<file path="config.mk">
export PLATFORM = sky130hd
export DESIGN_NAME = periph_irq_regs
export DESIGN_NICKNAME = d
export VERILOG_FILES = /design/src/rtl/periph_irq_pkg.sv /design/src/rtl/periph_irq_regs.sv /design/src/rtl/capcomp_event_select.sv /design/src/rtl/request_former.sv
export SDC_FILE = /design/constraint.sdc
export NUM_CORES = 1
export LEC_CHECK = 0
export ABC_AREA = 1
export ABC_CLOCK_PERIOD_IN_PS = 1300
export BUFFER_PORTS_ARGS = -buffer_cell sky130_fd_sc_hd__buf_2
export CORE_MARGIN = 8
export CORE_UTILIZATION = 54
export CTS_CLUSTER_SIZE = 40
export DETAILED_ROUTE_END_ITERATION = 7
export PLACE_DENSITY = 0.76
export REMOVE_ABC_BUFFERS = 1
export SYNTH_ARGS = -nofsm -noshare
export SYNTH_HDL_FRONTEND = slang
export SYNTH_SLANG_ARGS = --single-unit
</file>
<file path="constraint.sdc">
create_clock -name clk -period 1.3 [get_ports clk]
set_input_delay 0.13 -clock clk [delete_from_list [all_inputs] [get_ports clk]]
set_output_delay 0.13 -clock clk [all_outputs]
set_load 0.03 [all_outputs]
</file>
<file path="src/rtl/periph_irq_pkg.sv">
// constants and types for peripheral interrupt flag, enable and priority bookkeeping
package periph_irq_pkg;
	localparam int ADDR_W = 4;
	localparam int DATA_W = 8;
	localparam int UNITS = 3;
	// ----------------------------------------
	// register offsets
	// ----------------------------------------
	localparam logic [3:0] OFF_FLAGS3 = 4'h0;
	localparam logic [3:0] OFF_EN1 = 4'h1;
	localparam logic [3:0] OFF_EN2 = 4'h2;
	localparam logic [3:0] OFF_EN3 = 4'h3;
	localparam logic [3:0] OFF_PRI1 = 4'h4;
	localparam logic [3:0] OFF_PRI2 = 4'h5;
	localparam logic [3:0] OFF_CTRL = 4'h6;
	localparam logic [3:0] OFF_IRQ_STATUS = 4'h7;
	localparam logic [3:0] OFF_IRQ_MASK = 4'h8;
	// ----------------------------------------
	// field positions and masks
	// ----------------------------------------
	localparam int BIT_SERIAL2_RX = 5;
	localparam int BIT_SERIAL2_TX = 4;
	localparam int BIT_TIMER4 = 3;
	localparam int BIT_PARALLEL = 7;
	localparam int BIT_PLE = 7;
	localparam int BIT_PGE = 6;
	localparam int BIT_ST_HIGH = 0;
	localparam int BIT_ST_LOW = 1;
	localparam logic [7:0] MASK_FLAGS3 = 8'h3F;
	localparam logic [7:0] MASK_FLAGS3_SW = 8'h0F;
	localparam logic [7:0] MASK_EN1 = 8'hFF;
	localparam logic [7:0] MASK_EN2 = 8'h5F;
	localparam logic [7:0] MASK_EN3 = 8'h3F;
	localparam logic [7:0] MASK_CTRL = 8'hC0;
	localparam logic [7:0] MASK_IRQ = 8'h03;
	localparam logic [7:0] MASK_NO_PARALLEL = 8'h7F;
	// ----------------------------------------
	// reset values
	// ----------------------------------------
	localparam logic [7:0] RST_FLAGS3 = 8'h00;
	localparam logic [7:0] RST_EN = 8'h00;
	localparam logic [7:0] RST_PRI1 = 8'hFF;
	localparam logic [7:0] RST_PRI2 = 8'h5F;
	localparam logic [7:0] RST_CTRL = 8'h00;
	localparam logic [7:0] RST_IRQ = 8'h00;
	localparam logic [7:0] READ_NONE = 8'h00;
	// ----------------------------------------
	// capture/compare unit modes
	// ----------------------------------------
	typedef enum logic [1:0] {CC_OFF, CC_CAPTURE, CC_COMPARE, CC_PWM} capcomp_mode_t;

	// flag set condition of one capture/compare unit
	function automatic logic capcomp_set(input logic [1:0] mode, input logic cap, input logic match);
		case (capcomp_mode_t'(mode))
			CC_CAPTURE: capcomp_set = cap;
			CC_COMPARE: capcomp_set = match;
			default: capcomp_set = 1'b0;
		endcase
	endfunction
endpackage

</file>
<file path="src/rtl/periph_irq_regs.sv">
// peripheral interrupt flag, enable and priority registers with request output
//
// Design decisions made here: the strobed register port and the register addresses.
`timescale 1ns/1ps
`default_nettype none
module periph_irq_regs (
	// clock and reset
	input wire logic clk,
	input wire logic rst,
	// register port
	input wire logic [periph_irq_pkg::ADDR_W-1:0] addr,
	input wire logic [periph_irq_pkg::DATA_W-1:0] wdata,
	input wire logic wr,
	input wire logic rd,
	output logic [periph_irq_pkg::DATA_W-1:0] rdata_r,
	// serial port 2 buffer state
	input wire logic serial2_rx_full,
	input wire logic serial2_tx_empty,
	// timer 4 and capture/compare units 3 to 5
	input wire logic timer4_event,
	input wire logic [5:0] capcomp_mode,
	input wire logic [2:0] capcomp_capture,
	input wire logic [2:0] capcomp_match,
	// flags of the other groups and third priorities
	input wire logic [7:0] flags_first,
	input wire logic [7:0] flags_second,
	input wire logic [7:0] priorities_third,
	// device mode
	input wire logic mcu_mode,
	// requests to core
	output logic high_req_r,
	output logic low_req_r,
	output logic irq_r
);
	import periph_irq_pkg::*;

	logic [7:0] peripheral_flags_third_r;
	logic [7:0] peripheral_enables_first_r;
	logic [7:0] peripheral_enables_second_r;
	logic [7:0] peripheral_enables_third_r;
	logic [7:0] peripheral_priorities_first_r;
	logic [7:0] peripheral_priorities_second_r;
	logic [7:0] ctrl_r;
	logic [7:0] irq_status_r;
	logic [7:0] irq_mask_r;
	logic [7:0] flags3_nxt;
	logic [7:0] irq_status_nxt;
	logic [7:0] read_nxt;
	logic [7:0] hw_set;
	logic [7:0] irq_events;
	logic [2:0] cc_set;
	logic high_prev_r;
	logic low_prev_r;
	logic wr_flags3;
	logic wr_irq_status;
	logic priority_levels_enable;
	logic peripheral_group_enable;

	assign priority_levels_enable = ctrl_r[BIT_PLE];
	assign peripheral_group_enable = ctrl_r[BIT_PGE];
	assign wr_flags3 = wr && (addr == OFF_FLAGS3);
	assign wr_irq_status = wr && (addr == OFF_IRQ_STATUS);

	// ----------------------------------------
	// capture/compare event selection
	// ----------------------------------------
	capcomp_event_select u_cc_sel (
		.mode(capcomp_mode),
		.capture_event(capcomp_capture),
		.match_event(capcomp_match),
		.set_event(cc_set)
	);

	// ----------------------------------------
	// third flag register
	// ----------------------------------------
	always_comb begin
		hw_set = 8'h00;
		hw_set[BIT_TIMER4] = timer4_event;
		hw_set[UNITS-1:0] = cc_set;
		flags3_nxt = peripheral_flags_third_r & MASK_FLAGS3_SW;
		if (wr_flags3) begin
			flags3_nxt = wdata & MASK_FLAGS3_SW;
		end
		// set wins over a clearing write
		flags3_nxt = flags3_nxt | hw_set;
		flags3_nxt[BIT_SERIAL2_RX] = serial2_rx_full;
		flags3_nxt[BIT_SERIAL2_TX] = serial2_tx_empty;
		flags3_nxt = flags3_nxt & MASK_FLAGS3;
	end

	always_ff @(posedge clk) begin
		if (rst) begin
			peripheral_flags_third_r <= RST_FLAGS3;
		end else begin
			peripheral_flags_third_r <= flags3_nxt;
		end
	end

	// ----------------------------------------
	// enable registers
	// ----------------------------------------
	always_ff @(posedge clk) begin
		if (rst) begin
			peripheral_enables_first_r <= RST_EN;
			peripheral_enables_second_r <= RST_EN;
			peripheral_enables_third_r <= RST_EN;
		end else if (wr) begin
			if (addr == OFF_EN1) begin
				peripheral_enables_first_r <= wdata & MASK_EN1;
			end
			if (addr == OFF_EN2) begin
				peripheral_enables_second_r <= wdata & MASK_EN2;
			end
			if (addr == OFF_EN3) begin
				peripheral_enables_third_r <= wdata & MASK_EN3;
			end
		end
	end

	// ----------------------------------------
	// priority registers
	// ----------------------------------------
	always_ff @(posedge clk) begin
		if (rst) begin
			peripheral_priorities_first_r <= RST_PRI1;
			peripheral_priorities_second_r <= RST_PRI2;
		end else if (wr) begin
			if (addr == OFF_PRI1) begin
				peripheral_priorities_first_r <= wdata;
			end
			if (addr == OFF_PRI2) begin
				peripheral_priorities_second_r <= wdata & MASK_EN2;
			end
		end
	end

	// ----------------------------------------
	// mode control register
	// ----------------------------------------
	always_ff @(posedge clk) begin
		if (rst) begin
			ctrl_r <= RST_CTRL;
		end else if (wr && (addr == OFF_CTRL)) begin
			ctrl_r <= wdata & MASK_CTRL;
		end
	end

	// ----------------------------------------
	// request forming
	// ----------------------------------------
	request_former u_req (
		.clk(clk),
		.rst(rst),
		.flags({peripheral_flags_third_r, flags_second, flags_first}),
		.enables({peripheral_enables_third_r, peripheral_enables_second_r, peripheral_enables_first_r}),
		.priorities({priorities_third, peripheral_priorities_second_r, peripheral_priorities_first_r}),
		.priority_levels_enable(priority_levels_enable),
		.peripheral_group_enable(peripheral_group_enable),
		.mcu_mode(mcu_mode),
		.high_req_r(high_req_r),
		.low_req_r(low_req_r)
	);

	// ----------------------------------------
	// interrupt status, mask and output
	// ----------------------------------------
	always_comb begin
		irq_events = 8'h00;
		irq_events[BIT_ST_HIGH] = high_req_r & ~high_prev_r;
		irq_events[BIT_ST_LOW] = low_req_r & ~low_prev_r;
		irq_status_nxt = irq_status_r;
		if (wr_irq_status) begin
			irq_status_nxt = irq_status_nxt & ~wdata;
		end
		// new event wins over write-one-to-clear
		irq_status_nxt = (irq_status_nxt | irq_events) & MASK_IRQ;
	end

	always_ff @(posedge clk) begin
		if (rst) begin
			high_prev_r <= 1'b0;
			low_prev_r <= 1'b0;
			irq_status_r <= RST_IRQ;
		end else begin
			high_prev_r <= high_req_r;
			low_prev_r <= low_req_r;
			irq_status_r <= irq_status_nxt;
		end
	end

	always_ff @(posedge clk) begin
		if (rst) begin
			irq_mask_r <= RST_IRQ;
		end else if (wr && (addr == OFF_IRQ_MASK)) begin
			irq_mask_r <= wdata & MASK_IRQ;
		end
	end

	always_ff @(posedge clk) begin
		if (rst) begin
			irq_r <= 1'b0;
		end else begin
			irq_r <= |(irq_status_r & irq_mask_r);
		end
	end

	// ----------------------------------------
	// read port
	// ----------------------------------------
	always_comb begin
		case (addr)
			OFF_FLAGS3: read_nxt = peripheral_flags_third_r & MASK_FLAGS3;
			OFF_EN1: read_nxt = peripheral_enables_first_r;
			OFF_EN2: read_nxt = peripheral_enables_second_r & MASK_EN2;
			OFF_EN3: read_nxt = peripheral_enables_third_r & MASK_EN3;
			OFF_PRI1: read_nxt = peripheral_priorities_first_r;
			OFF_PRI2: read_nxt = peripheral_priorities_second_r & MASK_EN2;
			OFF_CTRL: read_nxt = ctrl_r;
			OFF_IRQ_STATUS: read_nxt = irq_status_r;
			OFF_IRQ_MASK: read_nxt = irq_mask_r;
			default: read_nxt = READ_NONE;
		endcase
	end

	always_ff @(posedge clk) begin
		if (rst) begin
			rdata_r <= READ_NONE;
		end else if (rd) begin
			rdata_r <= read_nxt;
		end else begin
			rdata_r <= READ_NONE;
		end
	end
endmodule
`default_nettype wire

</file>
<file path="src/rtl/capcomp_event_select.sv">
// picks the flag set event of each capture/compare unit by its mode
`timescale 1ns/1ps
`default_nettype none
module capcomp_event_select (
	// unit events
	input wire logic [5:0] mode,
	input wire logic [2:0] capture_event,
	input wire logic [2:0] match_event,
	// flag set strobes
	output logic [2:0] set_event
);
	import periph_irq_pkg::*;

	always_comb begin
		for (int i = 0; i < UNITS; i++) begin
			set_event[i] = capcomp_set(mode[2*i +: 2], capture_event[i], match_event[i]);
		end
	end
endmodule
`default_nettype wire

</file>
<file path="src/rtl/request_former.sv">
// forms high and low priority peripheral requests toward the core
`timescale 1ns/1ps
`default_nettype none
module request_former (
	// clock and reset
	input wire logic clk,
	input wire logic rst,
	// flags, enables, priorities
	input wire logic [23:0] flags,
	input wire logic [23:0] enables,
	input wire logic [23:0] priorities,
	// mode controls
	input wire logic priority_levels_enable,
	input wire logic peripheral_group_enable,
	input wire logic mcu_mode,
	// requests
	output logic high_req_r,
	output logic low_req_r
);
	import periph_irq_pkg::*;

	logic [23:0] en_eff;
	logic [23:0] active;

	always_comb begin
		en_eff = enables;
		if (!mcu_mode) begin
			en_eff[BIT_PARALLEL] = 1'b0;
		end
		active = flags & en_eff;
	end

	always_ff @(posedge clk) begin
		if (rst) begin
			high_req_r <= 1'b0;
			low_req_r <= 1'b0;
		end else if (priority_levels_enable) begin
			high_req_r <= |(active & priorities);
			low_req_r <= |(active & ~priorities);
		end else begin
			high_req_r <= peripheral_group_enable & (|active);
			low_req_r <= 1'b0;
		end
	end
endmodule
`default_nettype wire

</file>
==> summary.md, run 1 <==
| Metric | Value |
|---|---|
| Worst clock skew | 0.00579 ns |
| CTS tree | yes |
| Port-buffer cells | 62 |
| Maximum vdd drop | 0.815 mV |
| Die footprint | 8390 um2 |
| Fin crit share | 0.908 |
| Drt total wl | just under 10,000 um |
| HPWL Detailed | between 7000 and 8000 um |
| Slew headroom | 0.688 |
| Antenna Cells | 0 |
| Hold bufs inserted after CTS | 3 |
| Crit path DAT | 1.43 ns |
| Fraction of layout cells with a size suffix above 1 | 0.203 |
| Post-route ant nets | 0 |
| Initial antenna violation count | 0 |
| RSZ-0062 raised after global routing | no |
| Critical path startpoint category | register |
| Yosys top cell area share | 0.383 |
| Initial Utilization | 0.560 |
| Worst Path Buf+Inv | 0 |
| Total track usage | 0.235 |
| Remaining global-route overflow | 0 |
| IO Pins | 67 |
| Worst-skew pair later-pin latency | between 0.3 and 0.4 ns |
| Seq cells post-synth | 59 |
| Critical path type | reg -> reg |
| Layout area overhead | 22.9% |
| Die extent in y | 91.6 um |
| Fmax | 847 MHz |
| Tmin final | between 1 and 1.5 ns |
| Num Clock Sinks | 59 |
| Post-layout power | 4.02 mW |
| Final setup fails | 0 |
| Ys flop type | dfxtp_1 |
| PD cells | between 1000 and 1500 nW/um2 |
| Post-synthesis sequential area ratio | 0.383 |
| EDFF count, synth | 0 |
| CTS Buf Count | 9 |
| H-tree Lvls | 3 |
| Synth area leaders | dfxtp_1, nand2_1, nand3_1 |
| Crit-path cells | nand3_1, nand2_1, nor2_1, nand2_1, nor2_1, nand2_1, nand2_1, nand2_1 |
| Delay-heaviest family, CP | simple AND/OR/NAND/NOR gates |
| Fraction of registers with async set/reset | 0 |
| Maximum buffer depth of the clock tree | 2 |
| Number of gates resized after CTS | 0 |
| Hold Vio Cnt, Final | 0 |
| Leak Pwr | between 1.5 and 2 nW |
| DR vias | 3,437 |
| Cell Area, Synth | 3090 um2 |
| Min-Delay Path Class | in -> reg |
| Status | finished clean |
| Netlist cell types | 26 |
| DR DRC count | 0 |
| Critical path's largest stage delay | around 0.37 ns |
| Die width | 91.6 um |
| Post-CTS Setup Bufs | 0 |
| Yosys Warn Count | 0 |
| Nets | 608 |
| CORE AREA | between 5000 and 6000 um2 |
| Setup TNS | 0 ns |
| Max-slew violation count | 0 |
| Minimum setup slack among reg-to-reg paths | 0.12 ns |
| Most used cell, CP | nand2_1 |
| Slowest-stage cell, CP | dfxtp_1 |
| Vias in the first global route | 3,341 |
| First-pass detailed-route iteration total | 5 |
| Max Cap Viol | 0 |
| Drt wl/cell | between 15 and 20 um |
| Tightest Pin Transition | 0.466 ns |
| Count leader, synth | nand2_1 |
| Clock Pin Slew Worst Setup and Hold Paths | 0.07 ns |
| GPL Wtd Cong | 0.964 |
| Most frequent cells after synthesis | nand2_1, nand3_1, dfxtp_1 |
| Maximum fanout along the worst path | 5 |
| Synth Instances | 465 |
| Cell row count | 27 |
| Worst Path Required | approximately 1.6 ns |
| Largest net degree at the start of global routing | 23 |
| DR vias/cell | 5.52 |
| Final hold slack | 0.00928 ns |
| Worst Setup End Kind | register |
| Synthesized area per cell | 6.64 um2 |
| Starting DRT DRC Count | 342 |
| Top cell type by total area after synthesis | dfxtp_1 |
| Clk root buf | clkbuf_8 |
| Global-route wire length before repair | 15,700 um |
-- sequential cells by signal, summed over array words and instances, names as in the netlist, 2 cells and up --
signal                          count
peripheral_enables_second_r         6
peripheral_flags_third_r            6
rdata_r                             8
ctrl_r                              2
peripheral_priorities_first_r       8
irq_status_r                        2
peripheral_priorities_second_r      6
irq_mask_r                          2
peripheral_enables_third_r          6
peripheral_enables_first_r          8
-- routing by layer --
| layer | part of all wire | wire (um) | vias up | GRT usage |
|---|---|---|---|---|
| met1 | 0.43 | 4230 | 1592 | 0.283 |
| met3 | 0.070 | 683 | 26 | 0.0741 |
| met4 | 0.028 | 275 | 0 | 0.0859 |
| met5 | 0 | 0 | - | 0 |
| met2 | 0.47 | 4590 | 142 | 0.383 |
| li1 | - | - | 1677 | - |
-- power by group --
part           internal, mW  switching [mW]  total, mW
clock network         0.932           0.782       1.71
registers              1.84          0.0328       1.88
logic                 0.160           0.264      0.424
-- path summary, 6_finish.rpt --
| path | cells after the start | to | start |
|---|---|---|---|
| worst max-delay path | 8 | u_req.high_req_r | peripheral_flags_third_r[0] |
| worst min-delay path | 3 | rdata_r[7] | rd |
| worst max register to register | 8 | u_req.high_req_r | peripheral_flags_third_r[0] |
| worst min register to register | 1 | irq_status_r[0] | high_prev_r |
-- metrics by stage --
stage | instances | util | cell area (um2) | setup slack, ns
global placement | 604 | 0.646 | 3560 | 0.0652
floorplan | 451 | - | 3000 | 0.148
finish | 623 | 0.688 | 3790 | 0.119
CTS | 623 | 0.688 | 3790 | 0.145
detailed placement | 604 | 0.646 | 3560 | 0.0416
global route | 623 | 0.688 | 3790 | 0.0297
-- area by class of cell --
| class | instances | area (um2) |
|---|---|---|
| inverters | 51 | 191 |
| well taps | 72 | 90.1 |
| clock buffers | 10 | 138 |
| clock inverters | 6 | 65.1 |
| repair buffers | 84 | 495 |
| multi-input cells | 341 | 1630 |
| fillers | 524 | 1720 |
| flip-flops and latches | 59 | 1180 |
-- tightest hold or removal path: stages --
cell     delay [ns]
buf_2          0.09
nand3_1        0.07
inv_1          0.04
-- cell usage in the layout, fill, tap and decap left out, drive strengths merged, types with 10 or more instances in the layout --
master / instances
buf: 81
nand3: 66
dfxtp: 59
inv: 51
nor2: 46
a21oi: 36
clkbuf: 10
nand2: 142
nand4: 11
o21ai: 17
-- cells by family (layout without fill, tap and decap cells) --
kind of cell | after synthesis | count (layout) | synth area share
compound gates | 65 | 65 | 0.115
buf+inv | 65 | 151 | 0.0888
simple gates | 270 | 270 | 0.389
flops | 59 | 59 | 0.383
fa+ha+maj | 6 | 6 | 0.0243
No activity file was read; power rests on OpenSTA's default activity.
==> inputs of run 2 (changes only) <==
--- a/config.mk
+++ b/config.mk
@@ -9,11 +9,12 @@
 export ABC_CLOCK_PERIOD_IN_PS = 1300
 export BUFFER_PORTS_ARGS = -buffer_cell sky130_fd_sc_hd__buf_2
 export CORE_MARGIN = 8
-export CORE_UTILIZATION = 54
+export CORE_UTILIZATION = 55
 export CTS_CLUSTER_SIZE = 40
 export DETAILED_ROUTE_END_ITERATION = 7
-export PLACE_DENSITY = 0.76
+export PLACE_DENSITY = 0.77
 export REMOVE_ABC_BUFFERS = 1
 export SYNTH_ARGS = -nofsm -noshare
 export SYNTH_HDL_FRONTEND = slang
+export SYNTH_HIERARCHICAL = 1
 export SYNTH_SLANG_ARGS = --single-unit
==> summary.md, run 2 <==
| Metric | Value |
|---|---|
| Critical path type | reg -> reg |
| Worst Path Required | ~1.5 ns |
| Post-synthesis sequential area ratio | 0.352 |
| Final setup fails | 0 |
| Critical path startpoint category | register |
| Max Cap Viol | 0 |
| Maximum vdd drop | just over 0.7 mV |
| Die width | between 90 and 100 um |
| Reg-to-Reg Start | peripheral_enables_second_r[3] |
| Cell row count | 28 |
| Post-layout power | 4.46 mW |
| EDFF count, synth | 0 |
| Fin crit share | 0.913 |
| Fmax | 843 MHz |
| Nets | 660 |
| CTS Buf Count | 9 |
| Hold path startpoint | wdata[5] |
| RSZ-0062 raised after global routing | no |
| Synthesized area per cell | 6.68 um2 |
| Layout area overhead | 23.2% |
| IO Pins | 67 |
| Fraction of layout cells with a size suffix above 1 | 0.209 |
| PD cells | 1080 nW/um2 |
| Remaining global-route overflow | 0 |
| Vias in the first global route | 3,491 |
| Initial Utilization | 0.566 |
| Synth area leaders | dfxtp_1, nand2_1, nand3_1 |
| Setup TNS | 0 ns |
| H-tree Lvls | 3 |
| Tmin final | 1.19 ns |
| Max-slew violation count | 0 |
| Maximum fanout along the worst path | 4 |
| Die footprint | 8850 um2 |
| Post-route ant nets | 0 |
| Yosys top cell area share | 0.352 |
| Cell Area, Synth | roughly 3400 um2 |
| Most frequent cells after synthesis | nand2_1, nand3_1, dfxtp_1 |
| Min-Delay Path Class | in -> reg |
| Total track usage | 0.238 |
| Count leader, synth | nand2_1 |
| Initial antenna violation count | 0 |
| Yosys Warn Count | 6 |
| First-pass detailed-route iteration total | 5 |
| Worst-skew pair later-pin latency | 0.34 ns |
| Seq cells post-synth | 59 |
| Largest net degree at the start of global routing | 24 |
| DR DRC count | 0 |
| Worst clock skew | around 0.012 ns |
| Top cell type by total area after synthesis | dfxtp_1 |
| Port-buffer cells | between 60 and 70 |
| Drt total wl | 10,200 um |
| Ys flop type | dfxtp_1 |
| Starting DRT DRC Count | 302 |
| GPL Wtd Cong | 0.968 |
| Die extent in y | ~94 um |
| Most frequent cells in the layout | nand2_1, nand3_1, buf_2 |
| Int Power | 3.36 mW |
| Psw | ~1.1 mW |
| Maximum buffer depth of the clock tree | 2 |
| Antenna Cells | 0 |
| Regs by FF count | peripheral_enables_first_r x8, peripheral_priorities_first_r x8, rdata_r x8 |
| Netlist cell types | 36 |
| Worst Setup End Kind | register |
| Global-route wire length before repair | 16,400 um |
| CORE AREA | 5920 um2 |
| Commonest non-fill, non-tap cell in the layout | nand2_1 |
| Crit path DAT | 1.41 ns |
| Post-CTS Setup Bufs | 0 |
| DR vias/cell | 5.43 |
| HPWL Detailed | 7920 um |
| Clk pwr share | 0.460 |
| Comb pwr share | 0.115 |
| Reg power frac | 0.426 |
| CTS tree | yes |
| Leak Pwr | 2.12 nW |
| Sw Share | 0.246 |
| Hold Vio Cnt, Final | 0 |
| DR vias | around 3,700 |
| Clock Pin Slew Worst Setup and Hold Paths | 0.07 ns |
| CP startpoint | peripheral_enables_second_r[3] |
| Drt wl/cell | 15.0 um |
| Status | finished clean |
| Clk root buf | clkbuf_8 |
| Fraction of registers with async set/reset | 0 |
| Synth Instances | ~500 |
| Num Clock Sinks | 59 |
-- run 2: changes by cell type after synthesis, sizes merged, moves of 3 or more --
cell / delta
nor3: -3
o21ai: +3
nand3b: +4
o211ai: +3
a21oi: -4
buf: +3
nor2: +6
inv: +3
nand3: +26
nand4: -8
or2: +4
-- run 2: what timing repair did --
action,CTS,global route
hold endpoints to repair,2,0
hold buffers,2,0
gates resized for setup,0,0
-- run 2: power groups by stage --
stage	sequential, mW	combinational [mW]	clock, mW
finish	1.90	0.512	2.05
global route	1.90	0.570	2.14
CTS	1.89	0.504	2.06
detailed placement	1.93	0.498	0
global placement	1.93	0.487	0
floorplan	1.93	0.244	0
-- run 2: worst paths after layout --
check                                     endpoint  slack [ns]  cells after the start
setup / recovery                   u_req/low_req_r        0.11                      8
hold / removal    peripheral_priorities_first_r[5]        0.04                      3
setup reg to reg                   u_req/low_req_r        0.11                      8
hold reg to reg                    irq_status_r[1]        0.43                      1
-- run 2: critical path: stages, from the launching register on --
cell and delay, ns:
dfxtp_1 0.34, nand2_1 0.12, nor2_1 0.07, nor2_1 0.13, nand2_1 0.06, nor2_1 0.08
nand2_1 0.10, nor2_1 0.12, nor2_1 0.05
-- run 2: metal layers --
layer / vias up / global-route usage / part of all wire
met5: - / 0 / 0
met4: 0 / 0.0991 / 0.017
met3: 16 / 0.0536 / 0.10
met2: 189 / 0.377 / 0.45
met1: 1657 / 0.303 / 0.43
li1: 1818 / - / -
-- run 2: cell families (layout without fill, tap and decap cells) --
logic type	after synthesis	count (layout)	synth area share
buffers and inverters	71	153	0.0948
flip-flops	59	59	0.352
AND/OR/NAND/NOR	298	298	0.404
other	1	20	0.00112
adder cells (fa/ha/maj)	6	6	0.0224
AO/OA/AOI/OAI	67	67	0.125
-- run 2: metrics by stage --
stage	hold WS, ns	setup slack [ns]	cell area, um2	util	instances
finish	0.0376	0.114	4130	0.697	678
global route	0.0539	0.0531	4130	0.697	678
CTS	0.0387	0.161	4130	0.697	678
detailed placement	0.343	0.0358	3870	0.653	660
global placement	0.331	0.0432	3870	0.653	660
floorplan	0.192	0.0464	3320	-	506
-- run 2: cell type report --
| type | instances | area [um2] |
|---|---|---|
| fill | 552 | 1790 |
| timing repair buffer | 81 | 473 |
| clock inverter | 5 | 100 |
| multi-input combinational | 391 | 1920 |
| inverter | 56 | 215 |
| clock buffer | 11 | 141 |
| sequential | 59 | 1180 |
| tap | 75 | 93.8 |
==> inputs of run 3 (changes only) <==
--- a/config.mk
+++ b/config.mk
@@ -5,14 +5,13 @@
 export SDC_FILE = /design/constraint.sdc
 export NUM_CORES = 1
 export LEC_CHECK = 0
-export ABC_AREA = 1
 export ABC_CLOCK_PERIOD_IN_PS = 1300
 export BUFFER_PORTS_ARGS = -buffer_cell sky130_fd_sc_hd__buf_2
 export CORE_MARGIN = 8
-export CORE_UTILIZATION = 55
+export CORE_UTILIZATION = 54
 export CTS_CLUSTER_SIZE = 40
 export DETAILED_ROUTE_END_ITERATION = 7
-export PLACE_DENSITY = 0.77
+export PLACE_DENSITY = 0.76
 export REMOVE_ABC_BUFFERS = 1
 export SYNTH_ARGS = -nofsm -noshare
 export SYNTH_HDL_FRONTEND = slang
==> summary.md, run 3 <==
| Metric | Value |
|---|---|
| CORE AREA | 5540 um2 |
| Num Clock Sinks | a little under 60 |
| Layout area overhead | 38.2% |
| Worst clock skew | approximately 0.008 ns |
| Total track usage | 0.277 |
| Die footprint | 8480 um2 |
| Nets | ~610 |
| DR vias/cell | 5.85 |
| Top cell type by total area after synthesis | dfxtp_1 |
| Clk root buf | clkbuf_8 |
| Reg power frac | 0.468 |
| Failing checks | setup timing |
| DR top layer | met4 |
| Regs by FF count | peripheral_enables_first_r x8, peripheral_priorities_first_r x8, rdata_r x8 |
| Netlist cell types | 46 |
| Max Cap Viol | 0 |
| Fmax | 728 MHz |
| Synth area leaders | dfxtp_1, nand2_1, nand3_1 |
| IO Pins | 67 |
| Multi-input logic area | about 1900 um2 |
| Dpl cell area | 4090 um2 |
| Crit-path cells | buf_4, nand2_2, nand4_1, nor4_4, nand2_1, a32o_1 |
| Cell row count | 27 |
| HPWL Detailed | 9230 um |
| Hold Path Stages | 2 |
| Clock Pin Slew Worst Setup and Hold Paths | 0.07 ns |
| Metal2 WL | 5490 um |
| Drt total wl | 11,700 um |
| Synthesized area per cell | about 8.0 um2 |
| Maximum vdd drop | 0.682 mV |
| Tightest Pin Transition | 0.508 ns |
| Drt wl/cell | 18.9 um |
| Final Cell Area | 4320 um2 |
| Commonest non-fill, non-tap cell in the layout | buf_4 |
| DR vias | ~3,600 |
| Clk pwr share | 0.382 |
| Critical path type | reg -> reg |
| Worst Path Buf+Inv | 1 |
| Port-buffer cells | 66 |
| WL met1 | between 4000 and 5000 um |
| Die extent in y | 92.1 um |
| EDFF count, synth | 0 |
| Sequential cell area | 1190 um2 |
| Cell Area, Synth | 3130 um2 |
| Delay-heaviest family, CP | simple AND/OR/NAND/NOR gates |
| PD cells | 926 nW/um2 |
| First-pass detailed-route iteration total | 5 |
| Post-route ant nets | 0 |
| Max-slew violation count | 0 |
| Global-route wire length before repair | 18,600 um |
| Ys flop type | dfxtp_1 |
| Critical path's largest stage delay | 0.32 ns |
| Sw Share | 0.274 |
| Post-synthesis sequential area ratio | 0.378 |
| Die width | 92.1 um |
| Most frequent cells in the layout | buf_4, buf_2, nand2_1 |
| Critical path startpoint category | register |
| Worst-skew pair later-pin latency | 0.33 ns |
| Psw | 1.10 mW |
| Crit path DAT | 1.60 ns |
| Hold bufs inserted after CTS | 0 |
| Stages on worst setup path | 6 |
| Yosys Warn Count | 6 |
| CP startpoint | peripheral_flags_third_r[0] |
| Hold path startpoint | serial2_rx_full |
| H-tree Lvls | 3 |
| Final setup fails | 2 |
| Seq cells post-synth | 59 |
| GPL Wtd Cong | slightly above 1 |
| Synth Instances | 393 |
| Comb pwr share | 0.150 |
| Reg-to-Reg Start | peripheral_flags_third_r[0] |
| Starting DRT DRC Count | ~260 |
| Antenna Cells | 0 |
| Maximum fanout along the worst path | 3 |
| Worst Path Required | approximately 1.5 ns |
| Slowest-stage cell, CP | dfxtp_1 |
| Status | complete, but fails checks |
| Fraction of registers with async set/reset | 0 |
| Remaining global-route overflow | 0 |
| Slew headroom | 0.661 |
| R2r worst-path depth | 6 |
| Most frequent cells after synthesis | nand2_1, dfxtp_1, nand3_1 |
| Tmin final | 1.37 ns |
| Hold Vio Cnt, Final | 0 |
| Maximum buffer depth of the clock tree | 2 |
| RSZ-0062 raised after global routing | yes |
| Worst Setup End Kind | register |
| Int Power | 2.90 mW |
| Count leader, synth | nand2_1 |
| Vias in the first global route | 3,708 |
| Fillers | 413 |
| Yosys top cell area share | 0.378 |
| Initial Utilization | 0.564 |
| Initial antenna violation count | 0 |
| CTS Buf Count | 9 |
| Post-CTS Setup Bufs | 0 |
| DR DRC count | 0 |
| Routed wl met3 | 1110 um |
| Fin crit share | 1.06 |
| Leak Pwr | about 1.9 nW |
| Fraction of layout cells with a size suffix above 1 | 0.327 |
| CTS tree | yes |
| Largest net degree at the start of global routing | 28 |
| Post-layout power | 4.00 mW |
| Min-Delay Path Class | in -> reg |
| Final WS setup | -0.0736 ns |
[run 3: changes by cell type in the layout (fill, tap and decap cells not counted), sizes merged, moves of 9 or more]
cell    previous run  this run
inv               54        13
o211ai            12         0
nand3             92        42
nand2            140        66
nor2              52        25
o21ai             20        10
a22oi              0        10
nor2b              0        10
mux2i              0        20
nand3b             5        14
buf               79       142
[run 3: final cells by class]
cell class / count / area share
multi-input combinational: 318 / 0.440
sequential: 59 / 0.275
timing repair buffer: 142 / 0.211
clock buffer: 12 / 0.0359
tap: 72 / 0.0209
inverter: 13 / 0.0113
clock inverter: 4 / 0.00579
[run 3: worst reg2reg max path: cells and delay by family (launching register included)]
kind,cells,cell delay [ns]
flip-flops,1,0.32
AND/OR/NAND/NOR,4,0.56
AO/OA/AOI/OAI,1,0.24
buffers and inverters,1,0.15
[run 3: what timing repair did]
action                                  in CTS  in global routing
pin swaps                                    5                  0
endpoints found under the setup margin       2                  2
gates resized for setup                     13                  2
[run 3: power by group through the flow]
stage	registers, mW	logic [mW]	clock network (mW)
CTS	1.87	0.584	1.53
global placement	1.91	0.561	0
global route	1.87	0.648	1.63
floorplan	1.92	0.202	0
finish	1.87	0.601	1.53
detailed placement	1.91	0.573	0
[run 3: final timing paths]
check	end	slack (ns)
setup / recovery	u_req/high_req_r	-0.07
hold / removal	peripheral_flags_third_r[5]	0.01
setup reg to reg	u_req/high_req_r	-0.07
hold reg to reg	peripheral_enables_second_r[2]	0.50
[run 3: metrics by stage]
step                instances  setup TNS (ns)  hold WS, ns   util  worst slack [ns]
floorplan                 390          -0.344        0.199      -           -0.0503
global placement          604          -0.248        0.337  0.738            -0.125
detailed placement        604          -0.629        0.357  0.738            -0.172
CTS                       620          -0.100       0.0106  0.779           -0.0645
global route              620          -0.288       0.0481  0.780            -0.151
finish                    620          -0.136      0.00991  0.780           -0.0736
[run 3: kinds of logic after synthesis]
kind of cell / count (synthesis) / synth area share
AO/OA/AOI/OAI: 73 / 0.147
flip-flops: 59 / 0.378
multiplexers: 25 / 0.0821
adder cells (fa/ha/maj): 6 / 0.0240
buffers and inverters: 31 / 0.0468
other: 1 / 0.00120
AND/OR/NAND/NOR: 198 / 0.321
[run 3: per-layer routing]
layer  vias to the layer above  GRT usage
met1                      1670      0.329
met3                        37     0.0587
met2                       220      0.462
li1                       1703          -
met4                         0      0.140
met5                         -          0
